[src/core/fcs_pkg.sv]
// Shared constants and carriers for the frame check field generator.
// Assumes a single clock domain; no software-visible registers.
package fcs_pkg;

    localparam int          CRC_W       = 32;
    localparam int          BYTE_W      = 8;
    localparam logic [31:0] GEN_POLY    = 32'h04c11db7;
    localparam logic [31:0] PRESET_VAL  = 32'hffffffff;
    localparam logic [31:0] RESIDUE_VAL = 32'hc704dd7b;
    localparam logic [7:0]  FILL_BYTE   = 8'hff;
    localparam logic [7:0]  OUT_RESET   = 8'hff;
    localparam int          FIFO_DEPTH  = 8;
    localparam logic [2:0]  EMIT_BYTES  = 3'h4;

    // One input beat from the framing logic
    typedef struct packed {
        logic       presetReq;
        logic       calcPhase;
        logic       bitMode;
        logic [7:0] data;
    } beat_t;

    // Checker results
    typedef struct packed {
        logic [7:0]  outByte;
        logic [31:0] state;
        logic        outValid;
        logic        residueOk;
    } result_t;

    typedef enum logic [1:0] {
        ST_IDLE,
        ST_CALC,
        ST_EMIT
    } phase_t;

endpackage

[src/core/beat_fifo.sv]
// Small synchronous FIFO carrying input beats to the checker.
// Assumes one clock; parameters shape width and depth.
`timescale 1ns/1ps
module beat_fifo #(
    parameter int WIDTH = 11,
    parameter int DEPTH = 8
) (
    input  wire logic             clk_sys,  // System clock
    input  wire logic             arst_n,   // Async reset, active low
    input  wire logic [WIDTH-1:0] inData,   // Write data
    input  wire logic             inValid,  // Write request
    output logic                  inReady,  // Not full
    output logic      [WIDTH-1:0] outData,  // Head word
    output logic                  outValid, // Not empty
    input  wire logic             outReady  // Consumer takes head
);
    localparam int AW = $clog2(DEPTH);

    typedef struct packed {
        logic [AW-1:0] wrPtr;
        logic [AW-1:0] rdPtr;
        logic [AW:0]   count;
    } fifo_state_t;

    fifo_state_t     st_reg;
    fifo_state_t     st_next;
    logic [WIDTH-1:0] mem [DEPTH];
    logic            doWr;
    logic            doRd;

    assign inReady  = (st_reg.count != (AW+1)'(DEPTH));
    assign outValid = (st_reg.count != '0);
    assign outData  = mem[st_reg.rdPtr];
    assign doWr     = inValid && inReady;
    assign doRd     = outValid && outReady;

    always_comb begin
        st_next = st_reg;
        if (doWr) begin
            st_next.wrPtr = st_reg.wrPtr + 1'b1;
        end
        if (doRd) begin
            st_next.rdPtr = st_reg.rdPtr + 1'b1;
        end
        if (doWr && !doRd) begin
            st_next.count = st_reg.count + 1'b1;
        end else if (doRd && !doWr) begin
            st_next.count = st_reg.count - 1'b1;
        end
    end

    always_ff @(posedge clk_sys or negedge arst_n) begin
        if (!arst_n) begin
            st_reg <= '0;
        end else begin
            st_reg <= st_next;
        end
    end

    always_ff @(posedge clk_sys) begin
        if (doWr) begin
            mem[st_reg.wrPtr] <= inData;
        end
    end

endmodule

[src/core/fcs_crc32_gen.sv]
// Frame check field generator and checker, CRC-32, byte or bit input.
// Assumes framing logic feeds beats synchronous to clk_sys.
//
// Beats pass an eight-deep buffer before they reach the remainder.
// A beat is preset, compute or shift, chosen by its control fields.
// Compute beats fold one byte, or one bit in serial mode, into the
// remainder; shift beats move the remainder up a byte for emission.
// Every processed beat refreshes the output byte and raises its valid.
// While that byte waits for the consumer no further beat is taken,
// so no output byte is ever lost; the buffer absorbs the backlog.
//
// Transmit: preset, compute beats, then four shift beats. The last
// compute beat and the first three shift beats give the field bytes;
// the fourth shift beat only flushes the remainder.
// Receive: preset, then frame and field as compute beats; residueOk
// then tells whether the frame arrived intact.
//
// Timing: a beat written into an empty buffer is processed on the
// next edge, so its output byte appears one edge after the write.
// Back-to-back beats run at one per clock while the consumer keeps
// up. The state port shows the raw remainder, never the inverted
// field, and the byte path treats data bit 0 as the first bit on
// the line.
//
// Limits: bit mode has no fast path for the field; shift beats always
// move a whole byte, so the field leaves as four bytes in either mode.
// A preset in mid-frame discards the partial remainder without a mark;
// the framing logic must know where frames begin.
//
// Reset: the remainder starts preset and the output byte starts at
// all ones with its valid low, so a bench may skip the first preset.
// The buffer is emptied as well; beats in flight at reset are lost.
`timescale 1ns/1ps
module fcs_crc32_gen
    import fcs_pkg::*;
#(
    parameter int DEPTH = fcs_pkg::FIFO_DEPTH
) (
    input  wire logic            clk_sys,  // System clock, 100 MHz
    input  wire logic            arst_n,   // Async reset, active low
    input  wire fcs_pkg::beat_t  beatIn,   // Preset, phase, mode, data
    input  wire logic            beatValid,// Input qualifier
    output logic                 beatReady,// Buffer has room
    output fcs_pkg::result_t     result,   // Output byte, state, flags
    input  wire logic            resReady  // Consumer can take a byte
);
    import fcs_pkg::*;

    // ------------------------------------------------------------
    // Input buffer
    // ------------------------------------------------------------
    // Decouples the framing logic from output stalls; the head is
    // taken only when the output byte register is free.
    localparam int BW = $bits(beat_t);

    logic [BW-1:0] headBits;
    beat_t         head;
    logic          headValid;
    logic          take;

    beat_fifo #(
        .WIDTH (BW),
        .DEPTH (DEPTH)
    ) u_fifo (
        .clk_sys  (clk_sys),
        .arst_n   (arst_n),
        .inData   (beatIn),
        .inValid  (beatValid),
        .inReady  (beatReady),
        .outData  (headBits),
        .outValid (headValid),
        .outReady (take)
    );

    assign head = beat_t'(headBits);

    // ------------------------------------------------------------
    // Next remainder
    // ------------------------------------------------------------
    // One serial step: shift left, feed back taps when bit out differs
    function automatic logic [31:0] step1(input logic [31:0] s,
                                          input logic        d);
        logic fb;
        fb = s[31] ^ d;
        step1 = {s[30:0], 1'b0} ^ (fb ? GEN_POLY : '0);
    endfunction

    // Eight serial steps, data bit 0 first
    function automatic logic [31:0] step8(input logic [31:0] s,
                                          input logic [7:0]  d);
        logic [31:0] t;
        t = s;
        for (int i = 0; i < BYTE_W; i++) begin
            t = step1(t, d[i]);
        end
        step8 = t;
    endfunction

    // Bit-reverse and complement one byte
    function automatic logic [7:0] revInv(input logic [7:0] b);
        logic [7:0] r;
        r = '0;
        for (int i = 0; i < BYTE_W; i++) begin
            r[i] = ~b[BYTE_W-1-i];
        end
        revInv = r;
    endfunction

    // ------------------------------------------------------------
    // Parallel equations
    // ------------------------------------------------------------
    // The update is linear in state and data, so each next-state bit
    // is the parity of a fixed subset of those inputs. The subsets are
    // found at elaboration by pushing single ones through the serial
    // step, which keeps the byte path equal to eight serial steps.
    // Bits 31..0 of a mask select state bits, bits 39..32 data bits;
    // the serial masks only ever select data bit 0.
    localparam int EQ_W = CRC_W + BYTE_W;

    function automatic logic [EQ_W-1:0] eqMask(input int   j,
                                               input logic ser);
        logic [EQ_W-1:0] m;
        logic [31:0]     s;
        logic [7:0]      d;
        logic [31:0]     t;
        m = '0;
        for (int k = 0; k < EQ_W; k++) begin
            s = '0;
            d = '0;
            if (k < CRC_W) begin
                s[k] = 1'b1;
            end else begin
                d[k-CRC_W] = 1'b1;
            end
            if (ser) begin
                t = step1(s, d[0]);
            end else begin
                t = step8(s, d);
            end
            m[k] = t[j];
        end
        eqMask = m;
    endfunction

    logic [EQ_W-1:0] eqIn;
    logic [31:0]     byteCrc;
    logic [31:0]     bitCrc;

    // Data above state, matching the bit numbering of the masks
    assign eqIn = {head.data, st_reg.crc};

    for (genvar j = 0; j < CRC_W; j++) begin : g_eq
        localparam logic [EQ_W-1:0] BYTE_M = eqMask(j, 1'b0);
        localparam logic [EQ_W-1:0] BIT_M  = eqMask(j, 1'b1);
        assign byteCrc[j] = ^(eqIn & BYTE_M);
        assign bitCrc[j]  = ^(eqIn & BIT_M);
    end

    // ------------------------------------------------------------
    // State
    // ------------------------------------------------------------
    // Remainder, output byte and its valid, plus phase bookkeeping
    // that tracks how far the field emission has gone.
    typedef struct packed {
        logic [31:0] crc;
        logic [7:0]  outByte;
        logic        outValid;
        phase_t      phase;
        logic [2:0]  emitCnt;
    } core_state_t;

    core_state_t st_reg;
    core_state_t st_next;
    logic [31:0] nextCrc;
    logic        outBusy;

    // Stall while an emitted byte is waiting for the consumer
    assign outBusy = st_reg.outValid && !resReady;
    assign take    = headValid && !outBusy;

    // ------------------------------------------------------------
    // Beat decode
    // ------------------------------------------------------------
    // A beat only acts on the edge it is taken; preset outranks the
    // compute and shift choices for the remainder, while the output
    // byte still follows the compute control. Both candidate bytes
    // are formed every cycle so the choice is a plain select.
    logic       doPreset;
    logic       doCalc;
    logic       doShift;
    logic [7:0] calcByte;
    logic [7:0] shiftByte;

    assign doPreset  = take && head.presetReq;
    assign doCalc    = take && head.calcPhase;
    assign doShift   = take && !head.calcPhase;
    assign calcByte  = revInv(nextCrc[31:24]);
    assign shiftByte = revInv(st_reg.crc[23:16]);

    always_comb begin
        if (head.bitMode) begin
            nextCrc = bitCrc;
        end else begin
            nextCrc = byteCrc;
        end
    end

    // Next state. The consumer's take and a new beat may meet in one
    // cycle; the new beat's valid wins, so no byte is dropped.
    // The remainder moves only on a taken beat; an idle cycle keeps
    // every field but the output valid, which the consumer's take clears.
    always_comb begin
        st_next = st_reg;
        if (st_reg.outValid && resReady) begin
            st_next.outValid = 1'b0;
        end
        if (take) begin
            if (doCalc) begin
                st_next.outByte  = calcByte;
                st_next.outValid = 1'b1;
                st_next.phase    = ST_CALC;
                st_next.emitCnt  = '0;
            end else begin
                st_next.outByte  = shiftByte;
                st_next.outValid = 1'b1;
                st_next.phase    = ST_EMIT;
                if (st_reg.emitCnt != EMIT_BYTES) begin
                    st_next.emitCnt = st_reg.emitCnt + 1'b1;
                end
            end
            if (doPreset) begin
                st_next.crc   = PRESET_VAL;
                st_next.phase = ST_IDLE;
                st_next.emitCnt = '0;
            end else if (doCalc) begin
                st_next.crc = nextCrc;
            end else if (doShift) begin
                st_next.crc = {st_reg.crc[23:0], FILL_BYTE};
            end
        end
        // Phase follows the beat just taken; an unknown code falls
        // back to idle and clears the emission count.
        case (st_next.phase)
            ST_IDLE: begin
                st_next.phase = ST_IDLE;
            end
            ST_CALC: begin
                st_next.phase = ST_CALC;
            end
            ST_EMIT: begin
                st_next.phase = ST_EMIT;
            end
            default: begin
                st_next.phase   = ST_IDLE;
                st_next.emitCnt = '0;
            end
        endcase
    end

    // Field by field reset so the remainder comes up preset and the
    // output byte comes up at all ones, not at zero.
    // Everything else moves on the rising edge only.
    always_ff @(posedge clk_sys or negedge arst_n) begin
        if (!arst_n) begin
            st_reg.crc      <= PRESET_VAL;
            st_reg.outByte  <= OUT_RESET;
            st_reg.outValid <= 1'b0;
            st_reg.phase    <= ST_IDLE;
            st_reg.emitCnt  <= '0;
        end else begin
            st_reg <= st_next;
        end
    end

    // ------------------------------------------------------------
    // Outputs
    // ------------------------------------------------------------
    // All straight from the state register; only the residue flag
    // adds a compare, so it settles one gate level behind the rest.
    // The compare is meaningful only after a full frame and field.
    assign result.outByte   = st_reg.outByte;
    assign result.state     = st_reg.crc;
    assign result.outValid  = st_reg.outValid;
    assign result.residueOk = (st_reg.crc == RESIDUE_VAL);

endmodule

[config.mk]
export PLATFORM = sky130hd
export DESIGN_NAME = fcs_crc32_gen
export DESIGN_NICKNAME = d
export VERILOG_FILES = /design/src/core/fcs_pkg.sv /design/src/core/beat_fifo.sv /design/src/core/fcs_crc32_gen.sv
export SDC_FILE = /design/constraint.sdc
export NUM_CORES = 1
export LEC_CHECK = 0
export BUFFER_PORTS_ARGS = -buffer_cell sky130_fd_sc_hd__buf_4
export CAP_MARGIN = 15
export CORE_MARGIN = 5
export CORE_UTILIZATION = 44
export DETAILED_ROUTE_END_ITERATION = 12
export GPL_TIMING_DRIVEN = 1
export PLACE_DENSITY_LB_ADDON = 0.3
export SYNTH_ARGS = -nofsm -noshare
export SYNTH_HDL_FRONTEND = slang
export SYNTH_SLANG_ARGS = --single-unit
export TNS_END_PERCENT = 100
[constraint.sdc]
create_clock -name clk_sys -period 3 [get_ports clk_sys]
set_input_delay 0.15 -clock clk_sys [delete_from_list [all_inputs] [get_ports clk_sys]]
set_output_delay 0.15 -clock clk_sys [all_outputs]
set_load 0.05 [all_outputs]
==> metrics.md, run 1 <==
| Metric | Value |
|---|---|
| Hold Crit Class | `in -> reg` |
| Top_reg_cell synth | `edfxtp_1` |
| Largest register FFs | `88` |
| Crit. End Element | `flip-flop` |
| Synth unique cells | `59` |
| Maxcap violations | `0` |
| Sum Neg Setup Slack | `0 ns` |
| Startpoint Class | `flip-flop` |
| Mapped Cells | `between 500 and 600` |
| CP Data Arrival Time | `3.15 ns` |
| I/O Buffers | `57` |
| Top area cells in the synthesized netlist | `edfxtp_1 37%, dfstp_2 15%, xnor2_1 4.9%, mux4_2 4.7%, mux2i_1 4.1%` |
| Nets | `663` |
| Initial antenna violation count | `0` |
| Final setup viols | `0` |
| EDFF count, synth | `88` |
| Crit path from | `u_fifo.st_reg[6]$_DFFE_PN0P_` |
| Clock H-tree levels | `4` |
| WL per Instance | `20.50 um` |
| Final core occ | `0.5516` |
| Core Region | `0.01589 mm^2` |
| Sequential area share after synthesis | `0.5554` |
| Clock sink count | `139` |
| Vias in the first global route | `4949` |
| Fin. Hold Viols | `0` |
| DP HPWL | `12230 um` |
| Clk pin slew, worst setup/hold paths | `0.06 ns` |
| Clk Latency, worst-skew pair | `0.42 ns` |
| Vias | `~4800` |
| Worst Hold Slack | `0.1888 ns` |
| Seq cells post-synth | `139` |
| Filler cells | `about 1300` |
| Routed Antenna Nets | `0` |
| Vias per cell | `5.546` |
| Share of layout cells above drive strength 1 | `0.3210` |
| I/O pin count | `58` |
| Cell Area, Synth | `0.007146 mm^2` |
| Chip width | `about 140 um` |
| Min Tclk post-route | `2.809 ns` |
| RSZ-0062 raised after global routing | `false` |
| Initial Utilization | `0.4498` |
| # rows | `46` |
| Root Buffer | `clkbuf_16` |
| Detailed-route DRC error count | `0` |
| Chip height | `137.4 um` |
| Post-synth top area share | `0.3698` |
| Most numerous cell in the Yosys netlist | `edfxtp_1` |
| Synth Warn # | `0` |
| Worst-margin pin slew | `0.7133 ns` |
| CTS buffer count | `17` |
| Largest net degree at the start of global routing | `52` |
| Die Area | `0.01889 mm^2` |
| Ant. Diodes | `0` |
| Syn_area_per_cell | `13.28 um^2` |
| Syn nets | `roughly 560` |
| Critical path data required time | `around 3.4 ns` |
| Slew Viols, Final | `0` |
| First-pass iteration count of the detailed router | `5` |
| Final wirelength | `17780 um` |
| R2R Path Start | `u_fifo.st_reg[6]$_DFFE_PN0P_` |
| Area leader, netlist | `edfxtp_1` |
| Remaining global-route overflow | `0` |
| Hold path startpoint | `beatValid` |
| Crit path kind | `reg -> reg` |
| Worst R2R Setup Slack | `around 0.19 ns` |
| Final worst path period share | `0.9362` |
| P&R area growth vs syn | `22.62%` |
| RD Place Congestion | `0.9109` |
| Synth top cells by count | `88 x edfxtp_1, 49 x nor2_1, 43 x nand2_1, 40 x dfstp_2, 40 x xnor2_1` |
| CTS tree | `done` |
| Initial DRC count | `418` |
| CP Max Fanout | `7` |
| Maximum clock path buffer count | `2` |
| Slew headroom | `0.5228` |
| FFs w/ async S/R, synth | `0.3669` |
| Fmax | `356.0 MHz` |
| Total track usage | `0.2001` |
| First-pass GRT wire length | `28040 um` |
| Status | `complete, no violations` |
| Max Clock Skew | `0.008732 ns` |
-- what timing repair did --
item	CTS	global route
hold buffers	13	0
gates resized for setup	0	3
endpoints found under the setup margin	0	4
hold endpoints to repair	100	0
buffers inserted	0	0
-- through the flow --
step	setup slack, ns	area, um^2	std cells
floorplan	0.2472	7152	538
global placement	0.2156	8038	822
detailed placement	0.1094	8038	822
CTS	0.09879	8746	867
global route	0.06695	8762	867
finish	0.1913	8762	867
-- layer usage --
layer	vias to the layer above	track usage	routed length [um]
li1	2187	-	-
met1	2398	0.2459	7218
met2	194	0.3398	9052
met3	29	0.05004	1075
met4	0	0.07650	430
met5	-	0	0
-- layout by cell type, fill, tap and decap left out, types with 4 or more instances in the layout --
master / n
and2_1: 4
ha_1: 9
o221ai_1: 4
xnor2_1: 39
mux2_2: 11
mux4_2: 15
inv_1: 7
a31oi_1: 5
o22ai_1: 10
a211oi_1: 4
clkbuf_16: 17
nor2_1: 49
a21oi_1: 31
o21ai_0: 19
nand2_1: 43
xnor3_1: 9
xor2_1: 22
dlygate4sd3_1: 13
buf_4: 90
nor3_1: 13
dfstp_2: 40
dfrtp_1: 10
edfxtp_1: 88
inv_6: 6
a221oi_1: 4
mux2i_1: 28
-- area by class of cell --
| class | instances | area (um^2) | share of cell area |
|---|---|---|---|
| clock buffers | 18 | 429.2 | 0.04898 |
| inverters | 7 | 26.28 | 0.002999 |
| flip-flops and latches | 139 | 3970 | 0.4531 |
| clock inverters | 14 | 148.9 | 0.01699 |
| well taps | 216 | 270.3 | 0.03084 |
| multi-input cells | 368 | 3072 | 0.3506 |
| repair buffers | 105 | 845.8 | 0.09653 |
-- logic make-up after synthesis --
logic type / count (synthesis) / synth area share
flip-flops: 139 / 0.5554
AND/OR/NAND/NOR: 130 / 0.08457
AO/OA/AOI/OAI: 91 / 0.07932
XOR/XNOR: 81 / 0.1341
multiplexers: 56 / 0.1073
buffers and inverters: 31 / 0.02066
adder cells (fa/ha/maj): 10 / 0.01856
-- worst paths after layout --
| kind | to | cells past startpoint |
|---|---|---|
| min in group asynchronous | u_fifo.st_reg[4]$_DFFE_PN0P_ | 2 |
| hold reg to reg | result[37]$_DFFE_PN1P_ | 2 |
| max in group asynchronous | u_fifo.st_reg[6]$_DFFE_PN0P_ | 2 |
| setup / recovery | result[14]$_DFFE_PN1P_ | 7 |
| setup reg to reg | result[14]$_DFFE_PN1P_ | 7 |
| hold / removal | u_fifo.st_reg[7]$_DFFE_PN0P_ | 3 |
-- critical path, cell delays in order, from the launching register on --
cell	delay (ns)
dfrtp_2	0.45
mux2_2	0.35
mux4_2	0.52
xor3_2	0.45
xor2_1	0.32
xnor3_1	0.38
a211oi_1	0.18
a211oi_1	0.08
Power of run 1 is not shown: default switching activity piles up to over one toggle a cycle in this logic, so the estimate is an artifact.
==> inputs of run 2 (changes only) <==
==> constraint.sdc (replaced) <==
create_clock -name clk_sys -period 3 [get_ports clk_sys]
set_input_delay 0.15 -clock clk_sys [delete_from_list [all_inputs] [get_ports clk_sys]]
set_output_delay 0.15 -clock clk_sys [all_outputs]
set_load 0.005 [all_outputs]
==> run 2 against run 1 <==
Net effect:
- die area unchanged
- global-route usage shrank 0.31 points
- worst setup slack worse by 0.073 ns
- final area about the same
- sequential share of layout area about the same
- critical path type unchanged
- core utilization about the same
- register-to-register slack worse by 0.07 ns
- via count decreased by 0.31%
- worst hold slack lost 0.16 ns
- fmax decreased by 2.5%
- clock-buffer cell count decreased by 1
- critical endpoint unchanged
- non-clock buffer count shrank 2
==> metrics.md, run 2 (synthesis gave the netlist of run 1 again) <==
| Metric | Value |
|---|---|
| FF-to-FF path depth | `7 (unchanged)` |
| Cell mode on critical path | `a211oi_1` |
| Clk Latency, worst-skew pair | `0.42 ns (about the same)` |
| Commonest non-fill, non-tap cell in the layout | `edfxtp_1` |
| Core Region | `0.01589 mm^2 (unchanged)` |
| Initial DRC count | `309 (-26%)` |
| Crit path kind | `reg -> reg` |
| Ant. Diodes | `0 (unchanged)` |
| Worst Hold Slack | `0.02446 ns (-0.1643 ns)` |
| Status | `complete, no violations` |
| Clock sink count | `139 (unchanged)` |
| Slew headroom | `0.5466 (+0.02372)` |
| Fmax | `347.0 MHz (-2.5%)` |
| Startpoint Class | `flip-flop` |
| WHS Path Cells | `4 (+1)` |
| Largest net degree at the start of global routing | `52 (unchanged)` |
| I/O pin count | `58 (unchanged)` |
| Initial antenna violation count | `0 (unchanged)` |
| Max Clock Skew | `0.008265 ns (-0.0004679 ns)` |
| Final setup viols | `0 (unchanged)` |
| Reg2reg end | `result[14]$_DFFE_PN1P_` |
| R2R Path Start | `u_fifo.st_reg[4]$_DFFE_PN0P_` |
| Critical path data required time | `3.32 ns (-0.03 ns)` |
| Maximum clock path buffer count | `2 (unchanged)` |
| Worst-margin pin slew | `0.6739 ns (-0.03937 ns)` |
| Fin. Hold Viols | `0 (unchanged)` |
| Final wirelength | `17650 um (-0.74%)` |
| Largest register FFs | `88 (unchanged)` |
| Initial Utilization | `0.4498 (unchanged)` |
| Clock H-tree levels | `4 (unchanged)` |
| Chip height | `137.4 um (unchanged)` |
| I/O Buffers | `57 (unchanged)` |
| Slowest Stage Delay on Critical Path | `0.60 ns (+0.08 ns)` |
| Routed Antenna Nets | `0 (unchanged)` |
| Nets | `661 (-0.30%)` |
| Hold worst-path end | `result[1]$_DFFE_PN0P_` |
| Hold Crit Class | `in -> reg` |
| First-pass iteration count of the detailed router | `5 (unchanged)` |
| Critical-path cell list | `buf_6, mux4_2, xor3_2, xor2_1, xnor3_1, a211oi_1, a211oi_1` |
| Final core occ | `0.5513 (about the same)` |
| Hold path startpoint | `resReady` |
| Setup bufs post-CTS | `0 (unchanged)` |
| Worst R2R Setup Slack | `0.12 ns (-0.07 ns)` |
| Crit. End Element | `flip-flop` |
| Share of layout cells above drive strength 1 | `0.3174 (-0.003633)` |
| WL per Instance | `20.40 um (-0.51%)` |
| Chip width | `137.4 um (unchanged)` |
| Detailed-route DRC error count | `0 (unchanged)` |
| Die Area | `0.01889 mm^2 (unchanged)` |
| DP HPWL | `12220 um (about the same)` |
| Total track usage | `0.1970 (-0.003061)` |
| # rows | `46 (unchanged)` |
| Placed Cells | `821 (-0.12%)` |
| Remaining global-route overflow | `0 (unchanged)` |
| Final worst path period share | `0.9605 (+0.02428)` |
| P&R area growth vs syn | `22.55% (about the same)` |
| Vias in the first global route | `4824 (-2.5%)` |
| CTS tree | `done` |
| Critical-path top delay cell | `mux4_2` |
| Most frequent cells in the layout | `88 x edfxtp_1, 87 x buf_4, 49 x nor2_1` |
| Clk pin slew, worst setup/hold paths | `0.06 ns (about the same)` |
| CP Max Fanout | `19 (+12)` |
| Min Tclk post-route | `2.882 ns (+0.07284 ns)` |
| Slew Viols, Final | `0 (unchanged)` |
| CP Data Arrival Time | `3.20 ns (+0.05 ns)` |
| Vias | `4793 (-0.31%)` |
| First-pass GRT wire length | `27680 um (-1.3%)` |
| Fin cells | `865 (-0.23%)` |
| Vias per cell | `5.541 (about the same)` |
| Sum Neg Setup Slack | `0 ns (unchanged)` |
| Crit path from | `u_fifo.st_reg[4]$_DFFE_PN0P_` |
| Maxcap violations | `0 (unchanged)` |
| RD Place Congestion | `0.8903 (-2.3%)` |
| CTS buffer count | `17 (unchanged)` |
| Root Buffer | `clkbuf_16` |
-- run 2: through the flow --
stage,setup slack [ns],area [um^2]
after floorplan,0.2473,7146
after global placement,0.1675,8036
after detailed placement,0.07244,8036
after CTS,0.06039,8731
after global routing,-0.004402,8757
final,0.1184,8757
-- run 2: worst max-delay path by stage --
stage | to | slack (ns) | cells after the start
CTS | result[14]$_DFFE_PN1P_ | 0.06 | 7
global placement | result[15]$_DFFE_PN1P_ | 0.17 | 8
floorplan | result[14]$_DFFE_PN1P_ | 0.25 | 8
detailed placement | result[14]$_DFFE_PN1P_ | 0.07 | 8
global route | result[14]$_DFFE_PN1P_ | -0.004 | 8
finish | result[14]$_DFFE_PN1P_ | 0.12 | 7
-- run 2: timing repair --
item | in CTS | in global routing
setup endpoints to repair | 0 | 7
hold buffers | 12 | 0
hold endpoints to repair | 99 | 0
gates resized for setup | 0 | 4
-- run 2: metal layers --
metal,global-route usage,wire [um],vias up
li1,-,-,2193
met1,0.2563,7390,2403
met2,0.3313,8949,173
met3,0.04164,1045,24
met4,0.06098,259,0
met5,0,0,-
-- run 2: layout make-up --
cell class	instances	area, um^2
multi-input cells	368	3073
inverters	7	26.28
clock buffers	17	425.4
fillers	1345	7128
flip-flops and latches	139	3969
repair buffers	103	844.6
clock inverters	15	148.9
well taps	216	270.3
-- run 2: critical path: cells and delay by family, from the launching register on --
kind | cells | cell delay, ns
compound gates | 2 | 0.30
buf+inv | 1 | 0.29
mux | 1 | 0.60
xor+xnor | 3 | 1.15
flops | 1 | 0.46
Power of run 2 is left out for the same reason.
==> inputs of run 3 (changes only) <==
==> constraint.sdc (replaced) <==
create_clock -name clk_sys -period 3 [get_ports clk_sys]
set_input_delay 0.3 -clock clk_sys [delete_from_list [all_inputs] [get_ports clk_sys]]
set_output_delay 0.3 -clock clk_sys [all_outputs]
set_load 0.005 [all_outputs]
==> run 3 against run 2 <==
Net effect:
- final area decreased by 1.3%
- via count decreased by 0.63%
- clock skew decreased by 0.00085 ns
- register-to-register slack about the same
- clock-buffer cell count unchanged
- global-route usage decreased by 0.071 points
- worst setup slack improved by 0.0059 ns
- core utilization decreased by 0.69 points
- first-iteration DRC count increased by 19%
- critical endpoint unchanged
==> metrics.md, run 3 (synthesis gave the netlist of run 1 again) <==
| Metric | Value |
|---|---|
| Status | `complete, no violations` |
| Fin cells | `854 (-1.3%)` |
| Vias per cell | `5.577 (+0.65%)` |
| Vias | `4763 (-0.63%)` |
| WL per Instance | `20.65 um (+1.2%)` |
| Slowest Stage Delay on Critical Path | `0.60 ns (about the same)` |
| Slew headroom | `0.5463 (about the same)` |
| Fmax | `347.7 MHz (+0.20%)` |
| P&R area growth vs syn | `21.01%` |
| I/O pin count | `58 (unchanged)` |
| CTS tree | `done` |
| Clock sink count | `139 (unchanged)` |
| Chip height | `137.4 um (unchanged)` |
| Maximum clock path buffer count | `2 (unchanged)` |
| Startpoint Class | `flip-flop` |
| Clk Latency, worst-skew pair | `0.42 ns (about the same)` |
| Commonest non-fill, non-tap cell in the layout | `edfxtp_1` |
| CTS buffer count | `17 (unchanged)` |
| First-pass GRT wire length | `27560 um (-0.45%)` |
| Slew Viols, Final | `0 (unchanged)` |
| Nets | `650 (-1.7%)` |
| Initial antenna violation count | `0 (unchanged)` |
| Remaining global-route overflow | `0 (unchanged)` |
| Worst R2R Setup Slack | `0.12 ns (about the same)` |
| I/O Buffers | `57 (unchanged)` |
| Number of buffers and inverters on the critical path | `1 (unchanged)` |
| Critical path data required time | `3.32 ns (about the same)` |
| DP HPWL | `12220 um (unchanged)` |
| Core Region | `0.01589 mm^2 (unchanged)` |
| Vias in the first global route | `4792 (-0.66%)` |
| CP Max Fanout | `19 (unchanged)` |
| Final wirelength | `17630 um (about the same)` |
| Root Buffer | `clkbuf_16` |
| Min Tclk post-route | `2.876 ns (-0.005891 ns)` |
| Critical-path cell list | `buf_6, mux4_2, xor3_2, xor2_1, xnor3_1, a211oi_1, a211oi_1` |
| Ant. Diodes | `0 (unchanged)` |
| Fin. Hold Viols | `0 (unchanged)` |
| Routed Antenna Nets | `0 (unchanged)` |
| # rows | `46 (unchanged)` |
| Total track usage | `0.1963 (-0.0007064)` |
| RD Place Congestion | `0.8903 (unchanged)` |
| First-pass iteration count of the detailed router | `7 (+2)` |
| Chip width | `137.4 um (unchanged)` |
| Post-Place Worst Slack | `0.07244 ns (unchanged)` |
| Post-route setup slack | `0.1243 ns (+0.005891 ns)` |
| Clk pin slew, worst setup/hold paths | `0.06 ns (about the same)` |
| Worst-margin pin slew | `0.6743 ns (+0.0003268 ns)` |
| Final worst path period share | `0.9586 (-0.001964)` |
| Crit. End Element | `flip-flop` |
| Maxcap violations | `0 (unchanged)` |
| Placed Cells | `821 (unchanged)` |
| CP Data Arrival Time | `3.20 ns (about the same)` |
| Critical-path top delay cell | `mux4_2` |
| Share of layout cells above drive strength 1 | `0.3229 (+0.005473)` |
| Largest register FFs | `88 (unchanged)` |
| Hold Crit Class | `in -> reg` |
| Clock H-tree levels | `4 (unchanged)` |
| Filler cells | `1354 (+0.67%)` |
| Die Area | `0.01889 mm^2 (unchanged)` |
| Most frequent cells in the layout | `88 x edfxtp_1, 87 x buf_4, 49 x nor2_1` |
| Detailed-route DRC error count | `0 (unchanged)` |
| Initial DRC count | `368 (+19%)` |
| Initial Utilization | `0.4498 (unchanged)` |
| Largest net degree at the start of global routing | `52 (unchanged)` |
| Crit path kind | `reg -> reg` |
| Cell mode on critical path | `a211oi_1` |
| CP top delay family | `XOR/XNOR gates` |
| Final setup viols | `0 (unchanged)` |
| Max Clock Skew | `0.007410 ns (-0.0008547 ns)` |
[run 3: cell types whose count changed in the layout (fill, tap and decap cells not counted)]
cell and change:
dlygate4sd3_1 -11
[run 3: layer usage]
| layer | part of all wire | global-route usage | up-vias |
|---|---|---|---|
| met1 | 0.43 | 0.2546 | 2415 |
| li1 | - | - | 2167 |
| met3 | 0.054 | 0.04273 | 19 |
| met5 | 0 | 0 | - |
| met4 | 0.014 | 0.06098 | 0 |
| met2 | 0.51 | 0.3300 | 162 |
[run 3: cell type report]
type | instances | area, um^2 | area share
Clock buffer | 17 | 425.4 | 0.04920
Clock inverter | 15 | 148.9 | 0.01722
Inverter | 7 | 26.28 | 0.003039
Multi-Input combinational cell | 368 | 3073 | 0.3554
Sequential cell | 139 | 3969 | 0.4590
Tap cell | 216 | 270.3 | 0.03125
Timing Repair Buffer | 92 | 734.5 | 0.08494
[run 3: per-stage QoR]
stage / TNS (ns) / instance area, um^2 / hold slack (ns) / util
global placement: 0 / 8036 / 0.3747 / 0.5059
finish: 0 / 8647 / 0.1092 / 0.5443
floorplan: 0 / 7146 / 0.004409 / -
detailed placement: 0 / 8036 / 0.3842 / 0.5059
global route: -0.004402 / 8647 / 0.09857 / 0.5443
CTS: 0 / 8621 / 0.09323 / 0.5427
[run 3: worst register-to-register path, stage by stage, from the launching register on]
cell and delay [ns]:
dfrtp_1 0.46, buf_6 0.29, mux4_2 0.60, xor3_2 0.45, xor2_1 0.32, xnor3_1 0.38, a211oi_1 0.20, a211oi_1 0.08
[run 3: final timing paths]
check,to,startpoint,cells past startpoint
max,result[14]$_DFFE_PN1P_,u_fifo.st_reg[4]$_DFFE_PN0P_,7
min,u_fifo.mem[0][4]$_DFFE_PP_,beatIn[4],1
max reg2reg,result[14]$_DFFE_PN1P_,u_fifo.st_reg[4]$_DFFE_PN0P_,7
min reg2reg,result[36]$_DFFE_PN1P_,result[36]$_DFFE_PN1P_,2
max in group asynchronous,u_fifo.st_reg[4]$_DFFE_PN0P_,arst_n,2
min in group asynchronous,u_fifo.st_reg[0]$_DFFE_PN0P_,arst_n,2
[run 3: what timing repair did]
action,CTS,global route
buffers inserted,0,0
endpoints found under the setup margin,0,7
resized for setup,0,4
hold buffers,1,0
endpoints found under the hold margin,11,0
Power of run 3 is left out for the same reason.
